[src/rtl/pslam_pkg.sv]
// Package: constants and types for the panel setup and limit alarm block
package pslam_pkg;

  // ****************************************
  // Timing
  // ****************************************
  localparam int unsigned CLK_HZ          = 50_000_000;
  localparam int unsigned CONV_PER_SEC    = 7;                        // Conversions each second
  localparam int unsigned CONV_CYC        = CLK_HZ / CONV_PER_SEC;    // Longest period rounds down
  localparam int unsigned DEB_MS          = 10;                       // Key debounce time
  localparam int unsigned DEB_CYC         = CLK_HZ / 1000 * DEB_MS;
  localparam int unsigned TEST_MS         = 1000;                     // Display test time
  localparam int unsigned TEST_CYC        = CLK_HZ / 1000 * TEST_MS;
  localparam int unsigned BRIEF_MS        = 2000;                     // Brief parameter view
  localparam int unsigned BRIEF_CYC       = CLK_HZ / 1000 * BRIEF_MS;
  localparam int unsigned RST_HOLD_MS     = 1000;                     // Reset key hold to leave setup
  localparam int unsigned RST_HOLD_CYC    = CLK_HZ / 1000 * RST_HOLD_MS;

  // ****************************************
  // Numbers
  // ****************************************
  localparam int unsigned NKEYS           = 8;
  localparam int unsigned NALARM          = 6;
  localparam logic [15:0] SCALE_MIN       = 16'h0001;
  localparam logic [15:0] SCALE_MAX       = 16'h7530;   // 30000
  localparam logic [15:0] OFFSET_MAX      = 16'h7530;   // 30000
  localparam logic [15:0] PASS_D0         = 16'h0003;
  localparam logic [15:0] PASS_D1         = 16'h0002;
  localparam logic [15:0] PASS_D2         = 16'h0005;
  localparam logic [15:0] PASS_D3         = 16'h0004;
  localparam logic [1:0]  MAX_TRIES       = 2'h3;
  localparam logic [1:0]  NGROUPS_M1      = 2'h2;        // Three groups
  localparam logic [15:0] TEST_PATTERN    = 16'h8888;

  // Key indices
  localparam int unsigned K_SETUP = 0;
  localparam int unsigned K_RESET = 1;
  localparam int unsigned K_DIG   = 2;
  localparam int unsigned K_LIMIT = 3;

  // ****************************************
  // Types
  // ****************************************
  typedef enum logic [2:0] {
    PSLAM_MSG_VALUE, PSLAM_MSG_TEST, PSLAM_MSG_WARN, PSLAM_MSG_PASS,
    PSLAM_MSG_GROUP, PSLAM_MSG_SAVING, PSLAM_MSG_PARAM, PSLAM_MSG_HOLD
  } pslam_msg_t;

  typedef struct packed {
    pslam_msg_t  msg;
    logic [15:0] value;
  } pslam_disp_t;

  typedef struct packed {
    logic [15:0] limit;
    logic [15:0] level;      // Process, rate, deviation or timer value
    logic        latching;
  } pslam_alarm_cfg_t;

endpackage : pslam_pkg

[src/rtl/pslam_top.sv]
// Module: front panel command interpreter with limit alarm relays
`timescale 1ns/1ps

// Notes on behaviour
// - Low hold pin enters hold function
// - Readings refresh seven times per second
// - Over or under range shows warning outside test and setup
// - Power-up shows 8888 display test briefly
// - Held key shows parameter, tap shows briefly
// - Invalid key or sequence shows warning
// - Six alarms, limit 3 rate, 4 deviation
// - Non-latching releases below limit minus deadband
// - Latching stays on until manual reset
// - Two setup presses give passcode prompt
// - Four-digit passcode 3254 only
// - Wrong passcode digit shows warning
// - Three failed attempts leave setup
// - Held reset key saves and exits
// - Scale clamped to 1 through 30000
// - Offset clamped to 0 through 30000
// - Tare clamped to programmed scale
// - Digit steps groups, setup selects
module pslam_top
  import pslam_pkg::*;
#(
  parameter int unsigned DEB_CYCLES   = DEB_CYC,
  parameter int unsigned TEST_CYCLES  = TEST_CYC,
  parameter int unsigned BRIEF_CYCLES = BRIEF_CYC,
  parameter int unsigned HOLD_CYCLES  = RST_HOLD_CYC,
  parameter int unsigned CONV_CYCLES  = CONV_CYC
) (
  input  wire logic                       clk,
  input  wire logic                       sys_rst,
  input  wire logic [NKEYS-1:0]           key_raw,
  input  wire logic [3:0]                 key_digit [NKEYS],
  input  wire logic                       hold_n_pin,
  input  wire logic                       range_err,
  input  wire logic [15:0]                meas_value,
  input  wire logic [15:0]                scale_in,
  input  wire logic [15:0]                offset_in,
  input  wire logic [15:0]                tare_in,
  input  wire logic                       param_we,
  input  wire logic [15:0]                param_value,
  input  wire pslam_alarm_cfg_t [NALARM-1:0] alarm_cfg,
  input  wire logic [15:0]                deadband,
  input  wire logic                       nv_done,
  output pslam_disp_t                     disp_q,
  output logic [NALARM-1:0]               relay_q,
  output logic                            hold_q,
  output logic                            setup_q,
  output logic [1:0]                      group_q,
  output logic                            group_sel_q,
  output logic                            nv_write_q,
  output logic                            conv_tick_q,
  output logic [15:0]                     scale_q,
  output logic [15:0]                     offset_q,
  output logic [15:0]                     tare_q
);

  // ****************************************
  // Pin synchronisers (three stages)
  // ****************************************
  logic [NKEYS:0] s1_q, s2_q, s3_q;
  always_ff @(posedge clk) begin
    if (sys_rst) begin
      s1_q <= '0;
      s2_q <= '0;
      s3_q <= '0;
    end else begin
      s1_q <= {~hold_n_pin, key_raw};
      s2_q <= s1_q;
      s3_q <= s2_q;
    end
  end

  // ****************************************
  // Key debounce: a level counts once stable for DEB_CYCLES
  // ****************************************
  logic [NKEYS-1:0] key_lvl_q, key_lvl_d, key_evt_q, key_evt_d;
  logic [31:0]      deb_cnt_q [NKEYS], deb_cnt_d [NKEYS];
  logic             hold_d;
  always_comb begin
    for (int i = 0; i < NKEYS; i++) begin
      key_lvl_d[i] = key_lvl_q[i];
      key_evt_d[i] = 1'b0;
      deb_cnt_d[i] = 32'h0;
      if ((s2_q[i] == s3_q[i]) && (s3_q[i] != key_lvl_q[i])) begin
        deb_cnt_d[i] = deb_cnt_q[i] + 32'h1;
        if (deb_cnt_q[i] >= DEB_CYCLES - 1) begin
          key_lvl_d[i] = s3_q[i];
          key_evt_d[i] = s3_q[i];
          deb_cnt_d[i] = 32'h0;
        end
      end
    end
    hold_d = (s2_q[NKEYS] == s3_q[NKEYS]) ? s3_q[NKEYS] : hold_q;
  end

  always_ff @(posedge clk) begin
    if (sys_rst) begin
      key_lvl_q <= '0;
      key_evt_q <= '0;
      hold_q    <= 1'b0;
      for (int i = 0; i < NKEYS; i++) deb_cnt_q[i] <= 32'h0;
    end else begin
      key_lvl_q <= key_lvl_d;
      key_evt_q <= key_evt_d;
      hold_q    <= hold_d;
      deb_cnt_q <= deb_cnt_d;
    end
  end

  // ****************************************
  // Panel state machine
  // ****************************************
  typedef enum logic [2:0] {ST_TEST, ST_RUN, ST_ARMED, ST_PASS, ST_GROUP, ST_EDIT, ST_SAVE} pslam_state_t;
  pslam_state_t state_q, state_d;
  logic [31:0]  tmr_q, tmr_d, hold_cnt_q, hold_cnt_d, conv_q, conv_d;
  logic [1:0]   digit_idx_q, digit_idx_d, tries_q, tries_d, group_d;
  logic         bad_q, bad_d, warn_q, warn_d, setup_d, group_sel_d, nv_write_d, conv_tick_d, brief_q, brief_d;
  logic [15:0]  pass_exp, disp_val_q, disp_val_d, scale_d, offset_d, tare_d;
  logic [3:0]   pressed_digit;
  logic         any_key, digit_key;
  pslam_msg_t   msg_d;

  always_comb begin
    any_key = |key_evt_q;
    digit_key = 1'b0;
    pressed_digit = 4'h0;
    for (int i = NKEYS - 1; i >= 0; i--) begin
      if (key_evt_q[i]) begin
        digit_key = 1'b1;
        pressed_digit = key_digit[i];
      end
    end
    case (digit_idx_q)
      2'h0:    pass_exp = PASS_D0;
      2'h1:    pass_exp = PASS_D1;
      2'h2:    pass_exp = PASS_D2;
      default: pass_exp = PASS_D3;
    endcase
  end

  // Next state and outputs of the panel
  always_comb begin
    state_d     = state_q;
    tmr_d       = (tmr_q != 32'h0) ? tmr_q - 32'h1 : 32'h0;
    hold_cnt_d  = key_lvl_q[K_RESET] ? hold_cnt_q + 32'h1 : 32'h0;
    conv_d      = (conv_q >= CONV_CYCLES - 1) ? 32'h0 : conv_q + 32'h1;
    conv_tick_d = (conv_q >= CONV_CYCLES - 1);
    digit_idx_d = digit_idx_q;
    tries_d     = tries_q;
    bad_d       = bad_q;
    warn_d      = 1'b0;
    brief_d     = brief_q;
    group_d     = group_q;
    group_sel_d = 1'b0;
    nv_write_d  = nv_write_q;
    setup_d     = setup_q;
    scale_d     = scale_q;
    offset_d    = offset_q;
    tare_d      = tare_q;
    disp_val_d  = conv_tick_q ? meas_value : disp_val_q;
    if (hold_q) disp_val_d = disp_val_q;                   // Reading frozen on hold
    case (state_q)
      ST_TEST: if (tmr_q == 32'h0) state_d = ST_RUN;
      ST_RUN, ST_ARMED: begin
        if (key_lvl_q[K_LIMIT]) begin
          brief_d = 1'b1;
          tmr_d   = BRIEF_CYCLES;
        end else if (tmr_q == 32'h0) begin
          brief_d = 1'b0;
        end
        if (key_evt_q[K_SETUP]) begin
          if (state_q == ST_ARMED) begin
            state_d     = ST_PASS;
            setup_d     = 1'b1;
            digit_idx_d = 2'h0;
            tries_d     = 2'h0;
            bad_d       = 1'b0;
            brief_d     = 1'b0;
          end else begin
            state_d = ST_ARMED;
          end
        end else if (any_key && !key_evt_q[K_LIMIT]) begin
          warn_d  = 1'b1;
          state_d = ST_RUN;
        end
      end
      ST_PASS: begin
        if (digit_key && !key_evt_q[K_RESET]) begin      // Reset key only counts its hold
          if (pressed_digit != pass_exp[3:0]) begin
            warn_d = 1'b1;
            bad_d  = 1'b1;
          end
          digit_idx_d = digit_idx_q + 2'h1;
          if (digit_idx_q == 2'h3) begin
            digit_idx_d = 2'h0;
            bad_d       = 1'b0;
            if (!bad_q && pressed_digit == pass_exp[3:0]) begin
              state_d = ST_GROUP;
              group_d = 2'h0;
            end else if (tries_q == MAX_TRIES - 2'h1) begin
              state_d = ST_RUN;
              setup_d = 1'b0;
            end else begin
              tries_d = tries_q + 2'h1;
            end
          end
        end
      end
      ST_GROUP: begin
        if (key_evt_q[K_DIG]) begin
          group_d = (group_q == NGROUPS_M1) ? 2'h0 : group_q + 2'h1;
        end else if (key_evt_q[K_SETUP]) begin
          group_sel_d = 1'b1;
          state_d     = ST_EDIT;
        end else if (any_key && !key_evt_q[K_RESET]) begin
          warn_d = 1'b1;
        end
      end
      ST_EDIT: begin
        if (param_we) begin
          scale_d = (param_value < SCALE_MIN) ? SCALE_MIN :
                    (param_value > SCALE_MAX) ? SCALE_MAX : param_value;
        end
        offset_d = (offset_in > OFFSET_MAX) ? OFFSET_MAX : offset_in;
        tare_d   = (tare_in > scale_d) ? scale_d : tare_in;                // New scale, no stale cycle
        if (key_evt_q[K_SETUP]) state_d = ST_GROUP;
      end
      ST_SAVE: begin
        nv_write_d = 1'b1;
        if (nv_done) begin
          nv_write_d = 1'b0;
          setup_d    = 1'b0;
          state_d    = ST_RUN;
        end
      end
      default: state_d = ST_RUN;
    endcase
    // Held reset key leaves setup from any setup state
    if (setup_q && state_q != ST_SAVE && hold_cnt_q >= HOLD_CYCLES - 1) begin
      state_d = ST_SAVE;
    end
    // Scale from the input pins is also kept in range
    if (state_q != ST_EDIT) begin
      scale_d  = (scale_in < SCALE_MIN) ? SCALE_MIN :
                 (scale_in > SCALE_MAX) ? SCALE_MAX : scale_in;
      offset_d = (offset_in > OFFSET_MAX) ? OFFSET_MAX : offset_in;
      tare_d   = (tare_in > scale_d) ? scale_d : tare_in;
    end
    // Display selection, warning has priority over reading
    case (state_d)
      ST_TEST:  msg_d = PSLAM_MSG_TEST;
      ST_PASS:  msg_d = PSLAM_MSG_PASS;
      ST_GROUP: msg_d = PSLAM_MSG_GROUP;
      ST_EDIT:  msg_d = PSLAM_MSG_PARAM;
      ST_SAVE:  msg_d = PSLAM_MSG_SAVING;
      default:  msg_d = brief_d ? PSLAM_MSG_PARAM : (hold_q ? PSLAM_MSG_HOLD : PSLAM_MSG_VALUE);
    endcase
    if (warn_d || warn_q) msg_d = PSLAM_MSG_WARN;
    if (range_err && (state_d == ST_RUN || state_d == ST_ARMED)) msg_d = PSLAM_MSG_WARN;
  end

  always_ff @(posedge clk) begin
    if (sys_rst) begin
      state_q      <= ST_TEST;
      tmr_q        <= TEST_CYCLES;
      hold_cnt_q   <= 32'h0;
      conv_q       <= 32'h0;
      conv_tick_q  <= 1'b0;
      digit_idx_q  <= 2'h0;
      tries_q      <= 2'h0;
      bad_q        <= 1'b0;
      warn_q       <= 1'b0;
      brief_q      <= 1'b0;
      group_q      <= 2'h0;
      group_sel_q  <= 1'b0;
      nv_write_q   <= 1'b0;
      setup_q      <= 1'b0;
      scale_q      <= SCALE_MIN;
      offset_q     <= 16'h0;
      tare_q       <= 16'h0;
      disp_val_q   <= 16'h0;
      disp_q       <= '{msg: PSLAM_MSG_TEST, value: TEST_PATTERN};
    end else begin
      state_q      <= state_d;
      tmr_q        <= tmr_d;
      hold_cnt_q   <= hold_cnt_d;
      conv_q       <= conv_d;
      conv_tick_q  <= conv_tick_d;
      digit_idx_q  <= digit_idx_d;
      tries_q      <= tries_d;
      bad_q        <= bad_d;
      warn_q       <= warn_d;
      brief_q      <= brief_d;
      group_q      <= group_d;
      group_sel_q  <= group_sel_d;
      nv_write_q   <= nv_write_d;
      setup_q      <= setup_d;
      scale_q      <= scale_d;
      offset_q     <= offset_d;
      tare_q       <= tare_d;
      disp_val_q   <= disp_val_d;
      disp_q       <= '{msg: msg_d, value: (msg_d == PSLAM_MSG_TEST) ? TEST_PATTERN : disp_val_d};
    end
  end

  // ****************************************
  // Limit alarms
  // ****************************************
  logic [NALARM-1:0] relay_d;
  logic [16:0]       rel_lvl;
  always_comb begin
    rel_lvl = 17'h0;
    for (int a = 0; a < NALARM; a++) begin
      relay_d[a] = relay_q[a];
      rel_lvl = (alarm_cfg[a].limit > deadband) ? {1'b0, alarm_cfg[a].limit - deadband} : 17'h0;
      if (alarm_cfg[a].level >= alarm_cfg[a].limit) begin  // Level is process, rate or deviation
        relay_d[a] = 1'b1;
      end else if (!alarm_cfg[a].latching && {1'b0, alarm_cfg[a].level} < rel_lvl) begin
        relay_d[a] = 1'b0;
      end
      if (alarm_cfg[a].latching && key_evt_q[K_RESET] && !setup_q &&
          alarm_cfg[a].level < alarm_cfg[a].limit) begin
        relay_d[a] = 1'b0;                                 // Manual reset only
      end
    end
  end

  always_ff @(posedge clk) begin
    if (sys_rst) relay_q <= '0;
    else         relay_q <= relay_d;
  end

endmodule : pslam_top

[config.mk]
export PLATFORM = sky130hd
export DESIGN_NAME = pslam_top
export DESIGN_NICKNAME = d
export VERILOG_FILES = /design/src/rtl/pslam_pkg.sv /design/src/rtl/pslam_top.sv
export SDC_FILE = /design/constraint.sdc
export NUM_CORES = 1
export LEC_CHECK = 0
export BUFFER_PORTS_ARGS = -buffer_cell sky130_fd_sc_hd__buf_4
export CORE_ASPECT_RATIO = 1.1
export CORE_MARGIN = 2
export CORE_UTILIZATION = 36
export DETAILED_ROUTE_END_ITERATION = 8
export PLACE_DENSITY_LB_ADDON = 0.25
export SLEW_MARGIN = 25
export SYNTH_ARGS = -nofsm -noshare
export SYNTH_HDL_FRONTEND = slang
export SYNTH_SLANG_ARGS = --single-unit
[constraint.sdc]
create_clock -name clk -period 6.2 [get_ports clk]
set_clock_uncertainty 0.05 [all_clocks]
set_input_delay 0.31 -clock clk [delete_from_list [all_inputs] [get_ports clk]]
set_output_delay 0.31 -clock clk [all_outputs]
set_load 0.01 [all_outputs]
==> reports/results.ini <==
[outcome]
status=completed

[flow_run]
max_cap_violations=0

[setup_path]
path_common_cell=a21o_1
critical-path-top-delay-family=compound AO/OA/AOI/OAI gates
setup.worst_path.end=tare_q[2]$_SDFF_PP0_
critPathMaxFanout=19
rrSetupSlack_ns=1.71
r2r_end=disp_q[15]$_SDFF_PP1_
cp.required_ns=6.67
r2r-start=key_evt_q[4]$_SDFF_PP0_
worstSetupPathType=primary input to flip-flop
worst_setup_path_start_kind=primary input
cpMaxStageDelayCell=a22oi_1
critPathArrivalTime_ns=5.67
crit_buf_inv=4
startpoint=scale_in[1]
endpoint_kind=flip-flop
max_stage_delay_ns=0.57
path_cells=dlygate4sd3_1, buf_4, nor3_1, nand2b_1, a311o_1, a21o_1, a21o_1, a41oi_1, buf_4, nand2_1, ha_1, a21o_1, a21o_1, a211o_1, a21o_1, a21o_1, a21oi_1, o211ai_1, a22oi_1, a21oi_1, dlygate4sd3_1
cp.depth=21
r2r_cells=10

[detailed_routing]
drt-met1-wl_um=36400
routed_wl_um=84360
dr.pass1.iters=6
top_layer_used=met5
met3_length_um=5130
drc_errors=0
viasPerCell=5.054
detail-route-antenna-nets=0
dr_total_vias=25800
dr.first_iter.drc_count=1320
met2WireLength_um=39860
routedWlPerCell_um=16.53

[synthesis]
synthArstFlopShare_pct=0
ys.flop_type=dfxtp_1
yosys_warnings=0
synth_cells=3407
mappedNetlistArea_um2=28760
synth_edf_count=0
ys_seq_area_share_pct=34.88
synth_cell_type_count=83
syn_area_per_cell_um2=8.441
synth_seq_cells=501

[clock_network]
cts-root-buf=clkbuf_16
cts_max_level=2
clock_latency_ns=0.64
clock-sinks=501
cts_tree=built
clkSlewWorstSetupHoldPaths_ns=0.07
cts_buffer_depth=3
ctsHoldBuffers=69
cts_buffers=57
cts_setup_buffers=0
cts_resized=0

[global_routing]
grt_pass1_wl_um=132200
grt_pass1_vias=25230
track_usage_pct=20.03
grt_antenna_before_repair=8
grt-ovfl-total=0
grt_start_max_net_pins=80

[timing]
finalHoldViolCount=0
setup_violations=0
finalCriticalPeriod_ns=5.200
timing.fmax_mhz=192.3
fin_crit_sh_pct=83.87
slew_violations=0
tightest_slew_ns=1.079
relSlewSlack_pct=28.09
rsz0062_at_grt=no
setup-tns-final_ns=0

[hold_path]
hp-class=primary input to flip-flop

[cells_and_area]
final_nets=4691
final_cell_mix=dfxtp_1 (501), nor2_1 (432), buf_4 (430)
utilization_pct=45.94
area_growth_syn_to_layout_pct=26.27
fin_area_um2=36310
drive_gt1_share_pct=13.88
fillers=7806
layout_commonest_cell=dfxtp_1

[power_and_ir_drop]
p_per_area_nw_per_um2=237.1
p_leak_nw=15.65
power.total_mw=8.610
vdd_ir_drop_max_v=0.0002306

[placement]
dp_hpwl_um=66480
io_buffers=419
routabilityCongestion=0.9466
placed_cell_area_um2=33480

[floorplan]
io_pins=420
die_w_um=273.5
initial_core_util_pct=36.38
core_um2=79050
fp.dieH_um=300.4
die_area_um2=82160
core.rowCount=108

## sequential cells by signal (all words and copies together), names as in the netlist, 3 cells and up
register,flops
s3_q,9
disp_val_q,16
tare_q,16
key_lvl_q,8
disp_q,19
relay_q,6
conv_q,32
hold_cnt_q,32
key_evt_q,8
offset_q,16
s2_q,9
s1_q,9
tmr_q,32
state_q,3
deb_cnt_q,256
scale_q,16
## kinds of logic (layout without fill, tap and decap cells)
logic type               Yosys count  after routing  share of synthesized area [%]
AO/OA/AOI/OAI                    644            644                          14.39
AND/OR/NAND/NOR                 1360           1360                          23.27
XOR/XNOR                         276            276                          8.406
adder cells (fa/ha/maj)          337            337                          14.82
buffers and inverters            268            805                          3.555
flip-flops                       501            501                          34.88
other                              2            117                        0.02611
multiplexers                      19             19                         0.6613
## through the flow
stage | setup slack (ns) | cells | hold slack, ns
floorplan | 1.660 | 3520 | 0.3267
global placement | 0.9134 | 4930 | 0.3700
detailed placement | 0.8539 | 4931 | 0.3785
CTS | 1.084 | 5102 | 0.007835
global route | 0.7937 | 5103 | 0.04310
finish | 1.000 | 5104 | 0.04740
## cell usage after synthesis, types with 12 or more instances
master	instances	share of area, %
dfxtp_1	501	35
nor2_1	432	5.6
ha_1	331	14
nand2_1	287	3.7
a21oi_1	202	3.5
inv_1	202	2.6
xor2_1	148	4.5
xnor2_1	128	3.9
o21ai_0	119	2.1
nand4_1	106	2.3
nand3_1	101	1.8
nor2b_1	93	2.0
a21o_1	84	2.2
nor3_1	71	1.2
and3_1	66	1.4
clkbuf_1	57	0.74
nor4_1	46	1.0
a31oi_1	33	0.72
nand2b_1	32	0.70
a211oi_1	29	0.76
o21a_1	26	0.68
or3_1	23	0.50
mux2i_1	19	0.66
o31ai_1	19	0.50
and2_1	18	0.39
o31a_1	16	0.49
or2_2	15	0.33
o21bai_1	14	0.37
or4_1	13	0.34
and4_1	12	0.37
## metal layers
layer	vias to the layer above	GRT usage, %
met1	11760	24.41
met2	753	34.80
li1	13140	-
met5	-	0
met4	10	7.273
met3	138	3.979
## power by group
part / switching, mW / internal, mW / total [mW]
Combinational: 0.799 / 0.703 / 1.50
Clock: 1.43 / 2.32 / 3.75
Sequential: 0.0455 / 3.31 / 3.36
Total: 2.27 / 6.34 / 8.61
## worst min path at each step
| stage | startpoint | end | slack (ns) | depth (start not counted) |
|---|---|---|---|---|
| global placement | s1_q[5]$_SDFF_PP0_ | s2_q[5]$_SDFF_PP0_ | 0.37 | 1 |
| global route | scale_in[12] | scale_q[12]$_SDFF_PP0_ | 0.04 | 3 |
| CTS | scale_in[14] | scale_q[14]$_SDFF_PP0_ | 0.008 | 3 |
| floorplan | hold_n_pin | s1_q[8]$_SDFF_PP0_ | 0.33 | 1 |
| detailed placement | s1_q[3]$_SDFF_PP0_ | s2_q[3]$_SDFF_PP0_ | 0.38 | 1 |
| finish | alarm_cfg[165] | relay_q[5]$_SDFFE_PP0P_ | 0.05 | 4 |
## layout make-up
type / count / area, um^2 / area share (%)
timing repair buffer: 501 / 3935 / 10.84
clock buffer: 74 / 1590 / 4.379
inverter: 202 / 758.2 / 2.088
tap: 1045 / 1308 / 3.601
antenna: 2 / 5.005 / 0.01378
multi-input combinational: 2751 / 18140 / 49.97
clock inverter: 28 / 541.8 / 1.492
sequential: 501 / 10030 / 27.62
## worst register-to-register path: cells and delay by family (launching register included)
kind,cells,cell delay [ns]
AO/OA/AOI/OAI,6,2.43
flip-flops,1,0.40
AND/OR/NAND/NOR,4,1.45
Note: power is estimated with default switching activity, not from simulation.
